==> config.mk <==
export PLATFORM = sky130hd
export DESIGN_NAME = oit_interval_timer
export DESIGN_NICKNAME = d
export VERILOG_FILES = /design/src/shared/oit_pkg.sv /design/src/core/oit_tick_gen.sv /design/src/core/oit_interval_timer.sv
export SDC_FILE = /design/constraint.sdc
export NUM_CORES = 1
export LEC_CHECK = 0
export BUFFER_PORTS_ARGS = -buffer_cell sky130_fd_sc_hd__buf_2
export CELL_PAD_IN_SITES_DETAIL_PLACEMENT = 0
export CELL_PAD_IN_SITES_GLOBAL_PLACEMENT = 1
export CORE_MARGIN = 5
export CORE_UTILIZATION = 42
export DETAILED_ROUTE_END_ITERATION = 7
export GPL_TIMING_DRIVEN = 0
export HOLD_SLACK_MARGIN = 0.15
export PLACE_DENSITY = 0.9
export SLEW_MARGIN = 20
export SYNTH_ARGS = -nofsm -noshare
export SYNTH_HDL_FRONTEND = slang
export SYNTH_SLANG_ARGS = --single-unit
==> constraint.sdc <==
create_clock -name i_clock -period 3.1 [get_ports i_clock]
set_input_delay 0.31 -clock i_clock [delete_from_list [all_inputs] [get_ports i_clock]]
set_output_delay 0.31 -clock i_clock [all_outputs]
set_load 0.01 [all_outputs]
==> src/shared/oit_pkg.sv <==
/*
 * shared constants and carrier types for the session countdown timer:
 * command codes, register field layout, reset values and tick timing.
 * assumes a single 200 mhz clock domain shared by timer and host logic.
 */
package oit_pkg;

    // command codes issued by the host processor
    localparam logic [7:0] CODE_CTRL_RD = 8'h6a;
    localparam logic [7:0] CODE_CTRL_WR = 8'hea;
    localparam logic [7:0] CODE_ALT_RD = 8'h6c;
    localparam logic [7:0] CODE_ALT_WR = 8'hec;

    // register widths and field layout
    localparam int DATA_W = 32;
    localparam int RUN_BIT = 31;
    localparam int PRELOAD_W = 24;
    localparam int PRELOAD_LSB = 0;
    localparam int PRELOAD_MSB = PRELOAD_LSB + PRELOAD_W - 1;
    localparam int RSVD_W = RUN_BIT - PRELOAD_MSB - 1;

    // bit of the neighbouring interrupt enable register we mirror
    localparam int IRQ_EN_BIT = 10;

    // reset values
    localparam logic [PRELOAD_W-1:0] PRELOAD_RST = 24'h000000;
    localparam logic [DATA_W-1:0] ALT_RST = 32'h00000000;
    localparam logic [DATA_W-1:0] RD_IDLE = 32'h00000000;

    // tick timing: 0.01 ms per preload unit at a 5 ns clock
    localparam int CLK_PERIOD_PS = 5000;
    localparam int TICK_PERIOD_PS = 10000000;
    localparam int TICK_CYCLES = TICK_PERIOD_PS / CLK_PERIOD_PS;
    localparam int TICK_CNT_W = $clog2(TICK_CYCLES);
    localparam logic [TICK_CNT_W-1:0] TICK_LAST =
        TICK_CNT_W'(TICK_CYCLES - 1);

    // longest interval with a full preload, in milliseconds
    localparam longint MAX_INTERVAL_MS = 167772;

    // one host command, presented for a single cycle
    typedef struct packed {
        logic valid;
        logic [7:0] code;
        logic [DATA_W-1:0] data;
    } oit_cmd_s;

    // read answer returned to the host
    typedef struct packed {
        logic valid;
        logic [DATA_W-1:0] data;
    } oit_rsp_s;

endpackage : oit_pkg

==> src/core/oit_tick_gen.sv <==
/*
 * divides the system clock down to the 0.01 ms countdown tick.
 * assumes i_restart is a same-clock pulse that realigns the tick phase.
 */
`timescale 1ns/100ps
`default_nettype none

module oit_tick_gen (
    // clock and reset
    input wire logic i_clock,
    input wire logic i_srst,
    // control
    input wire logic i_restart,
    // tick out
    output logic o_tick
);

    logic [oit_pkg::TICK_CNT_W-1:0] div_q;
    logic [oit_pkg::TICK_CNT_W-1:0] div_d;
    logic tick_q;
    logic tick_d;

    // divider next state; restart realigns the phase
    always_comb begin
        div_d = div_q + oit_pkg::TICK_CNT_W'(1);
        tick_d = 1'b0;
        if (i_restart) begin
            div_d = '0;
        end else if (div_q == oit_pkg::TICK_LAST) begin
            div_d = '0;
            tick_d = 1'b1; // see [RULE10]
        end
    end

    // divider registers
    always_ff @(posedge i_clock) begin
        if (i_srst) begin
            div_q <= '0;
            tick_q <= 1'b0;
        end else begin
            div_q <= div_d;
            tick_q <= tick_d;
        end
    end

    assign o_tick = tick_q;

endmodule : oit_tick_gen

`default_nettype wire

==> src/core/oit_interval_timer.sv <==
/*
 * session countdown timer: control register, alternate register and
 * the 24-bit down counter clocked by the 0.01 ms tick.
 * assumes host commands and the irq enable come from same-clock logic,
 * and that the neighbouring interrupt block latches the expiry pulse.
 * one clock domain throughout, so no input needs a synchroniser.
 */
// How it works
// [RULE1] control register read with code 6a, written with code ea.
// [RULE2] writing run bit 31 as one loads preload and starts counting.
// [RULE3] writing run bit as zero halts the count; no expiry follows.
// [RULE4] on expiry the run bit clears itself; reads show timer stopped.
// [RULE5] preload sits in bits 23..0, resets to zero, read and write.
// [RULE6] one preload unit equals one 0.01 ms tick.
// [RULE7] full 24-bit preload gives the longest interval, 167.772 s.
// [RULE8] alternate register read with code 6c, written with code ec.
// [RULE9] expiry raises the interrupt only while enable bit 10 is set.
// [RULE10] tick derived from the clock; expiry after exactly preload ticks.
`timescale 1ns/100ps
`default_nettype none

module oit_interval_timer (
    // clock and reset
    input wire logic i_clock,
    input wire logic i_srst,
    // host command port
    input wire oit_pkg::oit_cmd_s i_cmd,
    output oit_pkg::oit_rsp_s o_rsp,
    // neighbouring interrupt enable register, whole word
    input wire logic [oit_pkg::DATA_W-1:0] i_irq_enable_reg,
    // timer status
    output logic o_running,
    output logic [oit_pkg::PRELOAD_W-1:0] o_count,
    output logic o_expired,
    output logic o_expiry_irq
);

    // true when a valid command carries the given code
    function automatic logic cmd_is(input oit_pkg::oit_cmd_s cmd,
                                    input logic [7:0] code);
        cmd_is = cmd.valid && (cmd.code == code);
    endfunction : cmd_is

    // preload field of a written control word
    function automatic logic [oit_pkg::PRELOAD_W-1:0] preload_of(
        input logic [oit_pkg::DATA_W-1:0] data);
        preload_of = data[oit_pkg::PRELOAD_MSB:oit_pkg::PRELOAD_LSB];
    endfunction : preload_of

    // decoded command strobes; a control write either starts or
    // stops the timer, never neither
    logic ctrl_wr;
    logic ctrl_rd;
    logic alt_wr;
    logic alt_rd;
    logic wr_run;
    logic start;
    logic stop;

    assign ctrl_wr = cmd_is(i_cmd, oit_pkg::CODE_CTRL_WR); // see [RULE1]
    assign ctrl_rd = cmd_is(i_cmd, oit_pkg::CODE_CTRL_RD); // see [RULE1]
    assign alt_wr = cmd_is(i_cmd, oit_pkg::CODE_ALT_WR); // see [RULE8]
    assign alt_rd = cmd_is(i_cmd, oit_pkg::CODE_ALT_RD); // see [RULE8]
    assign wr_run = i_cmd.data[oit_pkg::RUN_BIT];
    assign start = ctrl_wr && wr_run;
    assign stop = ctrl_wr && !wr_run;

    // tick source, realigned on every start so the interval is exact;
    // without it the first tick could land up to a whole period early
    logic tick;

    oit_tick_gen u_tick (
        .i_clock(i_clock),
        .i_srst(i_srst),
        .i_restart(start),
        .o_tick(tick)
    );

    // register state; the alternate word is a plain store that
    // has no effect on counting
    logic countdown_run_bit_q;
    logic countdown_run_bit_d;
    logic [oit_pkg::PRELOAD_W-1:0] countdown_preload_q;
    logic [oit_pkg::PRELOAD_W-1:0] countdown_preload_d;
    logic [oit_pkg::DATA_W-1:0] alternate_session_countdown_q;
    logic [oit_pkg::DATA_W-1:0] alternate_session_countdown_d;

    // counter state
    logic [oit_pkg::PRELOAD_W-1:0] count_q;
    logic [oit_pkg::PRELOAD_W-1:0] count_d;
    logic expire;
    logic expired_q;
    logic expired_d;
    logic irq_q;
    logic irq_d;

    // host answer state; the answer stands for one cycle only
    // and is idle zero otherwise
    oit_pkg::oit_rsp_s rsp_q;
    oit_pkg::oit_rsp_s rsp_d;

    // expiry: last tick of a running count, or a zero preload at once.
    // the expiry flag is registered, so the pulse trails the last tick by a
    // cycle; the interval is still exactly preload ticks long, and a
    // zero preload expires at once instead of wrapping through 2^24
    always_comb begin
        expire = 1'b0;
        if (countdown_run_bit_q) begin
            if (count_q == '0) begin
                expire = 1'b1; // see [RULE10]
            end else if (tick && count_q == oit_pkg::PRELOAD_W'(1)) begin
                expire = 1'b1; // see [RULE10]
            end
        end
    end

    // register next values; a host write wins over a same-cycle expiry.
    // the write is the newer intent, so a restart or stop issued on the
    // expiry cycle is never undone by the self-clear of the run bit
    always_comb begin
        countdown_run_bit_d = countdown_run_bit_q;
        countdown_preload_d = countdown_preload_q;
        alternate_session_countdown_d = alternate_session_countdown_q;
        if (expire) begin
            countdown_run_bit_d = 1'b0; // see [RULE4]
        end
        if (ctrl_wr) begin
            countdown_run_bit_d = wr_run; // see [RULE2] see [RULE3]
            countdown_preload_d = preload_of(i_cmd.data); // see [RULE5]
        end
        if (alt_wr) begin
            alternate_session_countdown_d = i_cmd.data; // see [RULE8]
        end
    end

    // counter next value: load on start, hold when stopped;
    // a stop keeps the live count so it shows how far the timer got
    always_comb begin
        count_d = count_q;
        if (start) begin
            count_d = preload_of(i_cmd.data); // see [RULE2]
        end else if (stop) begin
            count_d = count_q; // see [RULE3]
        end else if (countdown_run_bit_q && tick && count_q != '0) begin
            // one unit per 0.01 ms tick, up to 167.772 s at full scale
            count_d = count_q - oit_pkg::PRELOAD_W'(1); // see [RULE6] see [RULE7]
        end
    end

    // expiry event and gated interrupt; a control write (start or stop) in the same cycle cancels.
    // the event itself is never gated by the enable, so status logic sees every
    // expiry even while the interrupt enable is off
    always_comb begin
        expired_d = expire && !ctrl_wr; // see [RULE3]
        irq_d = expire && !ctrl_wr
            && i_irq_enable_reg[oit_pkg::IRQ_EN_BIT]; // see [RULE9]
    end

    // control readback: reserved bits 30..24 always read as zero
    logic [oit_pkg::DATA_W-1:0] ctrl_word;
    assign ctrl_word = {countdown_run_bit_q, {oit_pkg::RSVD_W{1'b0}},
                        countdown_preload_q}; // see [RULE4]

    // host read answers, one cycle after the command;
    // unknown codes fall through and leave the answer idle
    always_comb begin
        rsp_d.valid = 1'b0;
        rsp_d.data = oit_pkg::RD_IDLE;
        if (ctrl_rd) begin
            rsp_d.valid = 1'b1;
            rsp_d.data = ctrl_word; // see [RULE1] see [RULE4]
        end else if (alt_rd) begin
            rsp_d.valid = 1'b1;
            rsp_d.data = alternate_session_countdown_q; // see [RULE8]
        end
    end

    // register file; only these words are visible to the host,
    // the live count is shown on its own output
    always_ff @(posedge i_clock) begin
        if (i_srst) begin
            countdown_run_bit_q <= 1'b0;
            countdown_preload_q <= oit_pkg::PRELOAD_RST; // see [RULE5]
            alternate_session_countdown_q <= oit_pkg::ALT_RST;
        end else begin
            countdown_run_bit_q <= countdown_run_bit_d;
            countdown_preload_q <= countdown_preload_d;
            alternate_session_countdown_q <= alternate_session_countdown_d;
        end
    end

    // counter and event flops; reset clears the count so no stale
    // interval survives a device reset
    always_ff @(posedge i_clock) begin
        if (i_srst) begin
            count_q <= '0; // see [RULE10]
            expired_q <= 1'b0;
            irq_q <= 1'b0;
        end else begin
            count_q <= count_d;
            expired_q <= expired_d;
            irq_q <= irq_d;
        end
    end

    // answer flops; the answer pulse lasts exactly one cycle
    always_ff @(posedge i_clock) begin
        if (i_srst) begin
            rsp_q.valid <= 1'b0;
            rsp_q.data <= oit_pkg::RD_IDLE;
        end else begin
            rsp_q <= rsp_d;
        end
    end

    // outputs straight from flops, with no logic between
    // register and port
    assign o_rsp = rsp_q;
    assign o_running = countdown_run_bit_q;
    assign o_count = count_q;
    assign o_expired = expired_q;
    assign o_expiry_irq = irq_q;

endmodule : oit_interval_timer

`default_nettype wire

==> results.tsv, run 1 <==
metric	value	unit
Max Slew Vio Count	0	
post-synthesis compound-gate area fraction	0.171	
initial DRC count	299	
fraction of registers with async set/reset	0	
CP Max Fanout	10	
global-route wire length before repair	24500	um
GPL Wtd Cong	0.933	
Synth area leader	dfxtp_1	
dpl cell area	5930	um^2
Hold Slack	0.161	ns
Yosys warning total	0	
core area	12100	um^2
Post-synth top flop	dfxtp_1	
Slew @ Worst Pin	1.09	ns
main combinational cell family by area after synthesis	simple AND/OR/NAND/NOR gates	
Clk network pwr share	0.528	
DRT antenna net count	0	
Multi-input gate area	2440	um^2
vias	4904	
Max Cap Violations	0	
Syn Inst Count	604	
Net Sw Power	768	uW
Post-route DRC	0	
combinational cell fraction of total power	0.033	
Max VDD drop	0.324	mV
main area contributors after synthesis	dfxtp_1, nand2_1, a21oi_1, nor2_1, a22oi_1	
Max Root-Sink Buffers	2	
wire per inst	16.7	um
post-synthesis xor/xnor area fraction	0.0202	
Overflow after GRT	0	
Leakage	2.61	nW
number of global-route vias before repair	4878	
Sink Count	128	
Layout area overhead	27.3	%
synthesized flop and latch total	128	
P per Cell Area	569	nW/um^2
clock skew	0.00826	ns
largest net degree at the start of global routing	17	
# diodes	0	
final net count	815	
# H-tree levels	4	
final instance area	6630	um^2
Via density	5.35	
Initial Util	0.432	
die area	14700	um^2
CP Capture Type	register	
Pre-Repair DR Iteration Count	5	
CP arrival	2.82	ns
Die H	121	um
Net Sw Frac	0.204	
Synth Cell Area	5210	um^2
later-pin clock latency in the skew report	0.42	ns
library cells used by synthesis	60	
io pins	135	
final hold vios	0	
pre-CTS setup slack	0.637	ns
CTS tree	done	
final wirelength	15300	um
P_int	3.00	mW
Post-Syn Nets	683	
post-synthesis mux area share	0.0123	
Worst Slack Setup Final	0.581	ns
most frequent cell after synthesis	dfxtp_1	
final setup fails	0	
top-area cell type share of the netlist area	0.492	
worst min path class	input port to register	
Rows	40	
Root Driver	clkbuf_16	
sequential fraction of the synthesis area	0.492	
status	completed	
Seq. cell area	2560	um^2
# Post-CTS Setup Buffers	0	
total track usage	0.213	
Synth Area per Inst	8.62	um^2
Slew HR	0.268	
Startpoint Class	register	
Final min period	2.52	ns
Fill cells	1125	
number of synthesized flops with an enable pin	0	
layout cell share with drive strength beyond 1	0.206	
buffers added on ports	103	
final worst path period share	0.812	
simple-gate share of the synthesized area	0.256	
f_max	0.397	GHz
sequential cell fraction of total power	0.439	
Num CTS Buffers	17	
clock-pin transition on the worst setup and hold timing paths	0.06	ns
Final Core Density	0.549	
RSZ-0062 raised after global routing	false	
synth cell count leaders	dfxtp_1, nand2_1, a21oi_1, nor2_1, clkbuf_1	
final setup TNS	0	ns
Synth Area in Adders	0.00961	
post-DP HPWL	10900	um
Worst Setup Path Type	register to register	
initial antenna violation count	0	
die width	121	um
Crit path required time	3.40	ns
-- metal layers --
metal,vias to the layer above,global-route usage,share of wire
li1,2407,-,-
met1,2280,0.257,0.41
met2,181,0.355,0.49
met3,36,0.0536,0.075
met4,0,0.100,0.027
met5,-,0,0
-- stage by stage --
step	instances	power [mW]
3_5_place_dp	875	1.80
5_1_grt	916	3.88
6_report	916	3.77
2_1_floorplan	604	1.73
3_3_place_gp	875	1.80
4_1_cts	916	3.78
-- power groups by stage --
stage	Combinational [mW]	Sequential [mW]	Clock, mW
floorplan	0.0445	1.69	0
global placement	0.109	1.69	0
detailed placement	0.111	1.69	0
CTS	0.122	1.65	2.01
global route	0.133	1.65	2.10
finish	0.123	1.65	1.99
-- registers in the layout (all words and copies together) (netlist names), 11 cells and up --
signal,flops
u_tick.div_q,11
o_rsp,33
alternate_session_countdown_q,32
countdown_preload_q,24
o_count,24
-- worst max-delay path, cell delays in order (launching register included) --
cell     delay, ns
dfxtp_1       0.42
inv_1         0.13
ha_1          0.17
nor4b_1       0.24
nand4_1       0.26
o21ai_2       0.45
buf_6         0.22
buf_8         0.15
a21oi_2       0.04
a311o_1       0.31
-- cell type report --
cell class | count | share of cell area
well taps | 168 | 0.0317
repair buffers | 113 | 0.0929
flip-flops and latches | 128 | 0.387
clock inverters | 5 | 0.0113
inverters | 11 | 0.00623
multi-input cells | 429 | 0.368
plain buffers | 36 | 0.0245
clock buffers | 26 | 0.0784
-- worst paths after layout --
check | depth (start not counted) | startpoint | slack (ns) | endpoint
worst max-delay path | 9 | o_count[0] | 0.58 | o_count[5]
worst min-delay path | 3 | i_cmd[6] | 0.16 | alternate_session_countdown_q[6]
worst max register to register | 9 | o_count[0] | 0.58 | o_count[5]
worst min register to register | 1 | u_tick.div_q[0] | 0.44 | u_tick.div_q[0]
-- layout by cell type, fill, tap and decap left out, drive strengths merged, types with 4 or more instances in the layout --
cell,count
dlygate4sd3,10
nor3,12
nor2,63
o31ai,8
buf,107
o21ai,6
and2,8
a211oi,5
xor2,5
a22oi,25
nand2,122
and3,5
or4,14
nor4,10
nand3,8
xnor2,7
a21oi,63
a311oi,13
ha,4
or3,6
inv,11
nand4,6
dfxtp,128
clkbuf,58
-- kinds of logic (layout without fill, tap and decap cells) --
logic type | count (synthesis) | in the layout
buffers and inverters | 47 | 191
muxes | 6 | 6
and+or+nand+nor | 271 | 271
DFF | 128 | 128
adders and majority gates | 4 | 4
xor gates and xnor gates | 12 | 12
AOI/OAI and AO/OA | 136 | 136
-- repair_timing --
item / in CTS / in global routing
resized for setup: 0 / 0
hold buffers: 10 / 0
hold endpoints to repair: 10 / 0
No activity file was read; power rests on OpenSTA's default activity.
==> run 2, diff against run 1 <==
--- a/config.mk
+++ b/config.mk
@@ -9,11 +9,11 @@
 export CELL_PAD_IN_SITES_DETAIL_PLACEMENT = 0
 export CELL_PAD_IN_SITES_GLOBAL_PLACEMENT = 1
 export CORE_MARGIN = 5
-export CORE_UTILIZATION = 42
+export CORE_UTILIZATION = 35
 export DETAILED_ROUTE_END_ITERATION = 7
 export GPL_TIMING_DRIVEN = 0
 export HOLD_SLACK_MARGIN = 0.15
-export PLACE_DENSITY = 0.9
+export PLACE_DENSITY = 0.81
 export SLEW_MARGIN = 20
 export SYNTH_ARGS = -nofsm -noshare
 export SYNTH_HDL_FRONTEND = slang
==> constraint.sdc (replaced) <==
create_clock -name i_clock -period 2.2 [get_ports i_clock]
set_input_delay 0.22 -clock i_clock [delete_from_list [all_inputs] [get_ports i_clock]]
set_output_delay 0.22 -clock i_clock [all_outputs]
set_load 0.01 [all_outputs]
==> results.tsv, run 2 (synthesis results as in run 1) <==
metric	value	unit
Final min period	2.14	ns
Overflow after GRT	0	
number of global-route vias before repair	5212	
global-route wire length before repair	26300	um
Net Sw Power	1.14	mW
CTS tree	done	
f_max	0.467	GHz
P_int	4.16	mW
final hold vios	0	
Worst Slack Setup Final	0.0569	ns
largest net degree at the start of global routing	17	
# H-tree levels	4	
Leakage	2.80	nW
Worst path top cell family by delay	simple AND/OR/NAND/NOR gates	
Inst Count DP	891	
Fill cells	1373	
Max Root-Sink Buffers	2	
later-pin clock latency in the skew report	0.42	ns
Crit-path slowest cell	or4_1	
vias	5114	
Seq. cell area	2570	um^2
Sink Count	128	
initial DRC count	368	
Startpoint Class	register	
Multi-input gate area	2520	um^2
GPL Wtd Cong	0.885	
initial antenna violation count	0	
Layout area overhead	36.2	%
Post-route DRC	0	
DRT antenna net count	0	
combinational cell fraction of total power	0.041	
sequential cell fraction of total power	0.439	
Net Sw Frac	0.215	
CP arrival	2.47	ns
Pwr Total	5.31	mW
core area	14600	um^2
Worst Setup Path Type	register to register	
RSZ-0062 raised after global routing	true	
clock skew	0.00567	ns
final net count	854	
P per Cell Area	748	nW/um^2
final wirelength	16300	um
Slew HR	0.264	
Clk network pwr share	0.521	
total track usage	0.186	
die width	132	um
# diodes	0	
Pre-Repair DR Iteration Count	5	
pre-CTS setup slack	-0.299	ns
Die H	132	um
Slew @ Worst Pin	1.09	ns
final setup TNS	0	ns
Crit path required time	2.52	ns
Max Slew Vio Count	0	
layout cell share with drive strength beyond 1	0.230	
max FFs per register	33	
dpl cell area	5950	um^2
worst-path cell chain	inv_1 -> ha_1 -> nor4b_2 -> nand4_1 -> buf_6 -> o21ai_4 -> buf_6 -> or4_1 -> a311oi_1	
Rows	44	
Hold Slack	0.299	ns
Root Driver	clkbuf_16	
Final Core Density	0.486	
final instance area	7090	um^2
most frequent cells in the layout	dfxtp_1, nand2_1, buf_2, a21oi_1, nor2_1	
Max Cap Violations	0	
CP peak stage delay	0.50	ns
CP Capture Type	register	
io pins	135	
commonest non-fill, non-tap cell in the layout	dfxtp_1	
Initial Util	0.357	
final setup fails	0	
CP Max Fanout	9	
Via density	5.26	
Finished Layout Cells	972	
buffers added on ports	103	
die area	17400	um^2
worst min path class	input port to register	
status	completed	
wire per inst	16.8	um
post-DP HPWL	11500	um
Max VDD drop	0.599	mV
Num CTS Buffers	17	
clock-pin transition on the worst setup and hold timing paths	0.06	ns
final worst path period share	0.974	
CP Buf/Inv Count	3	
most frequent CP cell	buf_6	
run 2: final cells by class:
type                       instances  share of cell area
buffer                            36              0.0229
clock buffer                      21              0.0663
clock inverter                    11              0.0159
inverter                          11             0.00582
multi-input combinational        429               0.356
sequential                       128               0.362
tap                              184              0.0325
timing repair buffer             152               0.138
run 2: worst reg2reg max path, stage by stage, from the launching register on:
cell	delay [ns]
dfxtp_4	0.37
inv_1	0.06
ha_1	0.21
nor4b_2	0.16
nand4_1	0.10
buf_6	0.13
o21ai_4	0.07
buf_6	0.16
or4_1	0.50
a311oi_1	0.28
run 2: path summary, 6_finish.rpt:
| check | slack, ns | start | to | cells past startpoint |
|---|---|---|---|---|
| max | 0.06 | o_count[0] | o_count[14] | 9 |
| min | 0.30 | i_srst | o_count[5] | 3 |
| max reg2reg | 0.06 | o_count[0] | o_count[14] | 9 |
| min reg2reg | 0.45 | alternate_session_countdown_q[27] | alternate_session_countdown_q[27] | 2 |
run 2: metal layers:
metal,up-vias,track usage,routed length [um]
met5,-,0,0
met4,0,0.0771,482
met3,35,0.0511,962
met2,165,0.310,7790
met1,2433,0.226,7050
li1,2481,-,-
run 2: timing repair:
item                       4_1_cts  5_1_grt
buffers inserted                 5        8
setup endpoints to repair       22       15
pin swaps                        5        5
hold endpoints to repair        72        0
gates resized for setup         13        7
hold buffers                    36        0
run 2: power groups by stage:
stage / Clock (mW) / Sequential (mW) / Combinational, mW
after floorplan: 0 / 2.38 / 0.0628
after global placement: 0 / 2.38 / 0.156
after detailed placement: 0 / 2.38 / 0.160
after CTS: 2.80 / 2.33 / 0.212
after global routing: 2.91 / 2.33 / 0.232
final: 2.76 / 2.33 / 0.216
==> run 3, diff against run 2 <==
--- a/config.mk
+++ b/config.mk
@@ -5,11 +5,12 @@
 export SDC_FILE = /design/constraint.sdc
 export NUM_CORES = 1
 export LEC_CHECK = 0
+export ABC_AREA = 1
 export BUFFER_PORTS_ARGS = -buffer_cell sky130_fd_sc_hd__buf_2
 export CELL_PAD_IN_SITES_DETAIL_PLACEMENT = 0
 export CELL_PAD_IN_SITES_GLOBAL_PLACEMENT = 1
 export CORE_MARGIN = 5
-export CORE_UTILIZATION = 35
+export CORE_UTILIZATION = 34
 export DETAILED_ROUTE_END_ITERATION = 7
 export GPL_TIMING_DRIVEN = 0
 export HOLD_SLACK_MARGIN = 0.15
==> results.tsv, run 3 <==
metric	value	unit
status	completed	
Crit path required time	2.49	ns
Sink Count	128	
CP Max Fanout	10	
# Post-CTS Setup Buffers	0	
RSZ-0062 raised after global routing	false	
Finished Layout Cells	1145	
Synth Area per Inst	7.18	um^2
io pins	135	
Clk network pwr share	0.526	
Crit-path slowest cell	dlygate4sd3_1	
Root Driver	clkbuf_16	
initial DRC count	439	
# diodes	0	
Net Sw Frac	0.234	
Inst Count DP	1079	
Max VDD drop	0.562	mV
clock-pin transition on the worst setup and hold timing paths	0.06	ns
fraction of registers with async set/reset	0	
vias	5454	
Initial Util	0.345	
combinational cell fraction of total power	0.043	
P per Cell Area	753	nW/um^2
Final min period	1.86	ns
Synth area leader	dfxtp_1	
initial antenna violation count	0	
Startpoint Class	input port	
Final Core Density	0.454	
Post-Syn Nets	840	
Pre-Repair DR Iteration Count	5	
Die H	137	um
synth cell count leaders	nor2_1, dfxtp_1, nand2_1, o21ai_0, a21oi_1	
final wirelength	17700	um
Rows	46	
final setup TNS	0	ns
top-area cell type share of the netlist area	0.469	
Overflow after GRT	0	
total track usage	0.192	
DRT antenna net count	0	
number of global-route vias before repair	5188	
clock skew	0.00606	ns
Max Cap Violations	0	
Num CTS Buffers	17	
P_int	4.14	mW
synthesized flop and latch total	128	
library cells used by synthesis	31	
Layout area overhead	31.4	%
Net Sw Power	1.26	mW
CTS tree	done	
Post-synth top flop	dfxtp_1	
pre-CTS setup slack	0.401	ns
die width	137	um
Slew @ Worst Pin	0.609	ns
Worst path top cell family by delay	buffers and inverters	
most frequent cell after synthesis	nor2_1	
wire per inst	15.4	um
Worst Setup Path Type	input port to register	
later-pin clock latency in the skew report	0.42	ns
Slew HR	0.594	
Post-route DRC	0	
final net count	995	
buffers added on ports	102	
final worst path period share	0.845	
f_max	0.538	GHz
Max Slew Vio Count	0	
layout cell share with drive strength beyond 1	0.184	
max FFs per register	33	
GPL Wtd Cong	0.866	
Leakage	3.33	nW
CP Capture Type	register	
sequential fraction of the synthesis area	0.469	
# H-tree levels	4	
Synth Cell Area	5460	um^2
core area	15800	um^2
worst-path cell chain	dlygate4sd3_1 -> buf_2 -> nor3_1 -> nand2_1 -> inv_1 -> buf_1 -> a21oi_1	
sequential cell fraction of total power	0.431	
Yosys warning total	0	
Syn Inst Count	761	
final setup fails	0	
CP Buf/Inv Count	4	
worst min path class	input port to register	
Worst Slack Setup Final	0.341	ns
Via density	4.76	
global-route wire length before repair	27600	um
most frequent cells in the layout	nor2_1, dfxtp_1, buf_2, nand2_1, o21ai_0	
post-DP HPWL	12500	um
Fill cells	1635	
Max Root-Sink Buffers	2	
Pwr Total	5.40	mW
die area	18700	um^2
final hold vios	0	
commonest non-fill, non-tap cell in the layout	nor2_1	
number of synthesized flops with an enable pin	0	
largest net degree at the start of global routing	17	
CP peak stage delay	0.53	ns
main area contributors after synthesis	dfxtp_1, nor2_1, nand2_1, o21ai_0, a21oi_1	
CP arrival	2.15	ns
## run 3: cell types whose count changed in the layout (fill, tap and decap cells not counted), moves of 10 or more
cell	delta
buf_2	+14
a22oi_1	-25
buf_4	-10
o21ai_1	+10
clkbuf_1	-19
o21ai_0	+63
nand3_1	+57
nor2_1	+88
inv_1	+48
or4_1	-12
## run 3: tightest hold or removal path, cell delays in order
cell	delay [ns]
buf_2	0.15
o21ai_0	0.10
nor2_1	0.08
## run 3: routing by layer
metal  GRT usage  routed length, um  vias to the layer above
met4      0.0773                487                        0
li1            -                  -                     2787
met1       0.255               8100                     2455
met5           0                  0                        -
met2       0.295               7760                      178
met3      0.0518               1330                       34
## run 3: logic make-up (layout without fill, tap and decap cells)
family,after synthesis,count (layout),share of synthesized area
buf+inv,102,270,0.0772
fa+ha+maj,4,4,0.00916
simple gates,359,359,0.277
xor+xnor,11,11,0.0176
compound gates,157,157,0.150
flops,128,128,0.469
## run 3: path summary, 6_finish.rpt
check,depth (start not counted),slack [ns],from,endpoint
setup / recovery,7,0.34,i_cmd[32],alternate_session_countdown_q[8]
hold / removal,3,0.17,i_cmd[19],countdown_preload_q[19]
setup reg to reg,9,0.37,o_count[0],o_count[18]
hold reg to reg,2,0.43,alternate_session_countdown_q[25],o_rsp[25]
## run 3: what timing repair did
action / CTS / global route
hold buffers: 34 / 0
resized for setup: 0 / 0
endpoints found under the hold margin: 55 / 0
## run 3: power groups by stage
stage	clock (mW)	combinational [mW]	sequential [mW]
2_1_floorplan	0	0.0884	2.38
3_3_place_gp	0	0.183	2.38
3_5_place_dp	0	0.184	2.38
4_1_cts	2.88	0.232	2.33
5_1_grt	2.98	0.253	2.33
6_report	2.84	0.233	2.33
## run 3: per-stage QoR
stage               hold slack, ns  cell area (um^2)
global route                 0.169              7180
detailed placement           0.430              6240
global placement             0.425              6240
floorplan                    0.383              5460
CTS                          0.150              7180
finish                       0.167              7180
## run 3: area by class of cell
type                       count  area (um^2)  share of cell area
buffer                        37          178              0.0247
clock buffer                  18          439              0.0612
clock inverter                14          156              0.0218
inverter                      65          244              0.0340
multi-input combinational    531         2480               0.345
sequential                   128         2560               0.357
tap                          216          270              0.0376
timing repair buffer         136          851               0.119
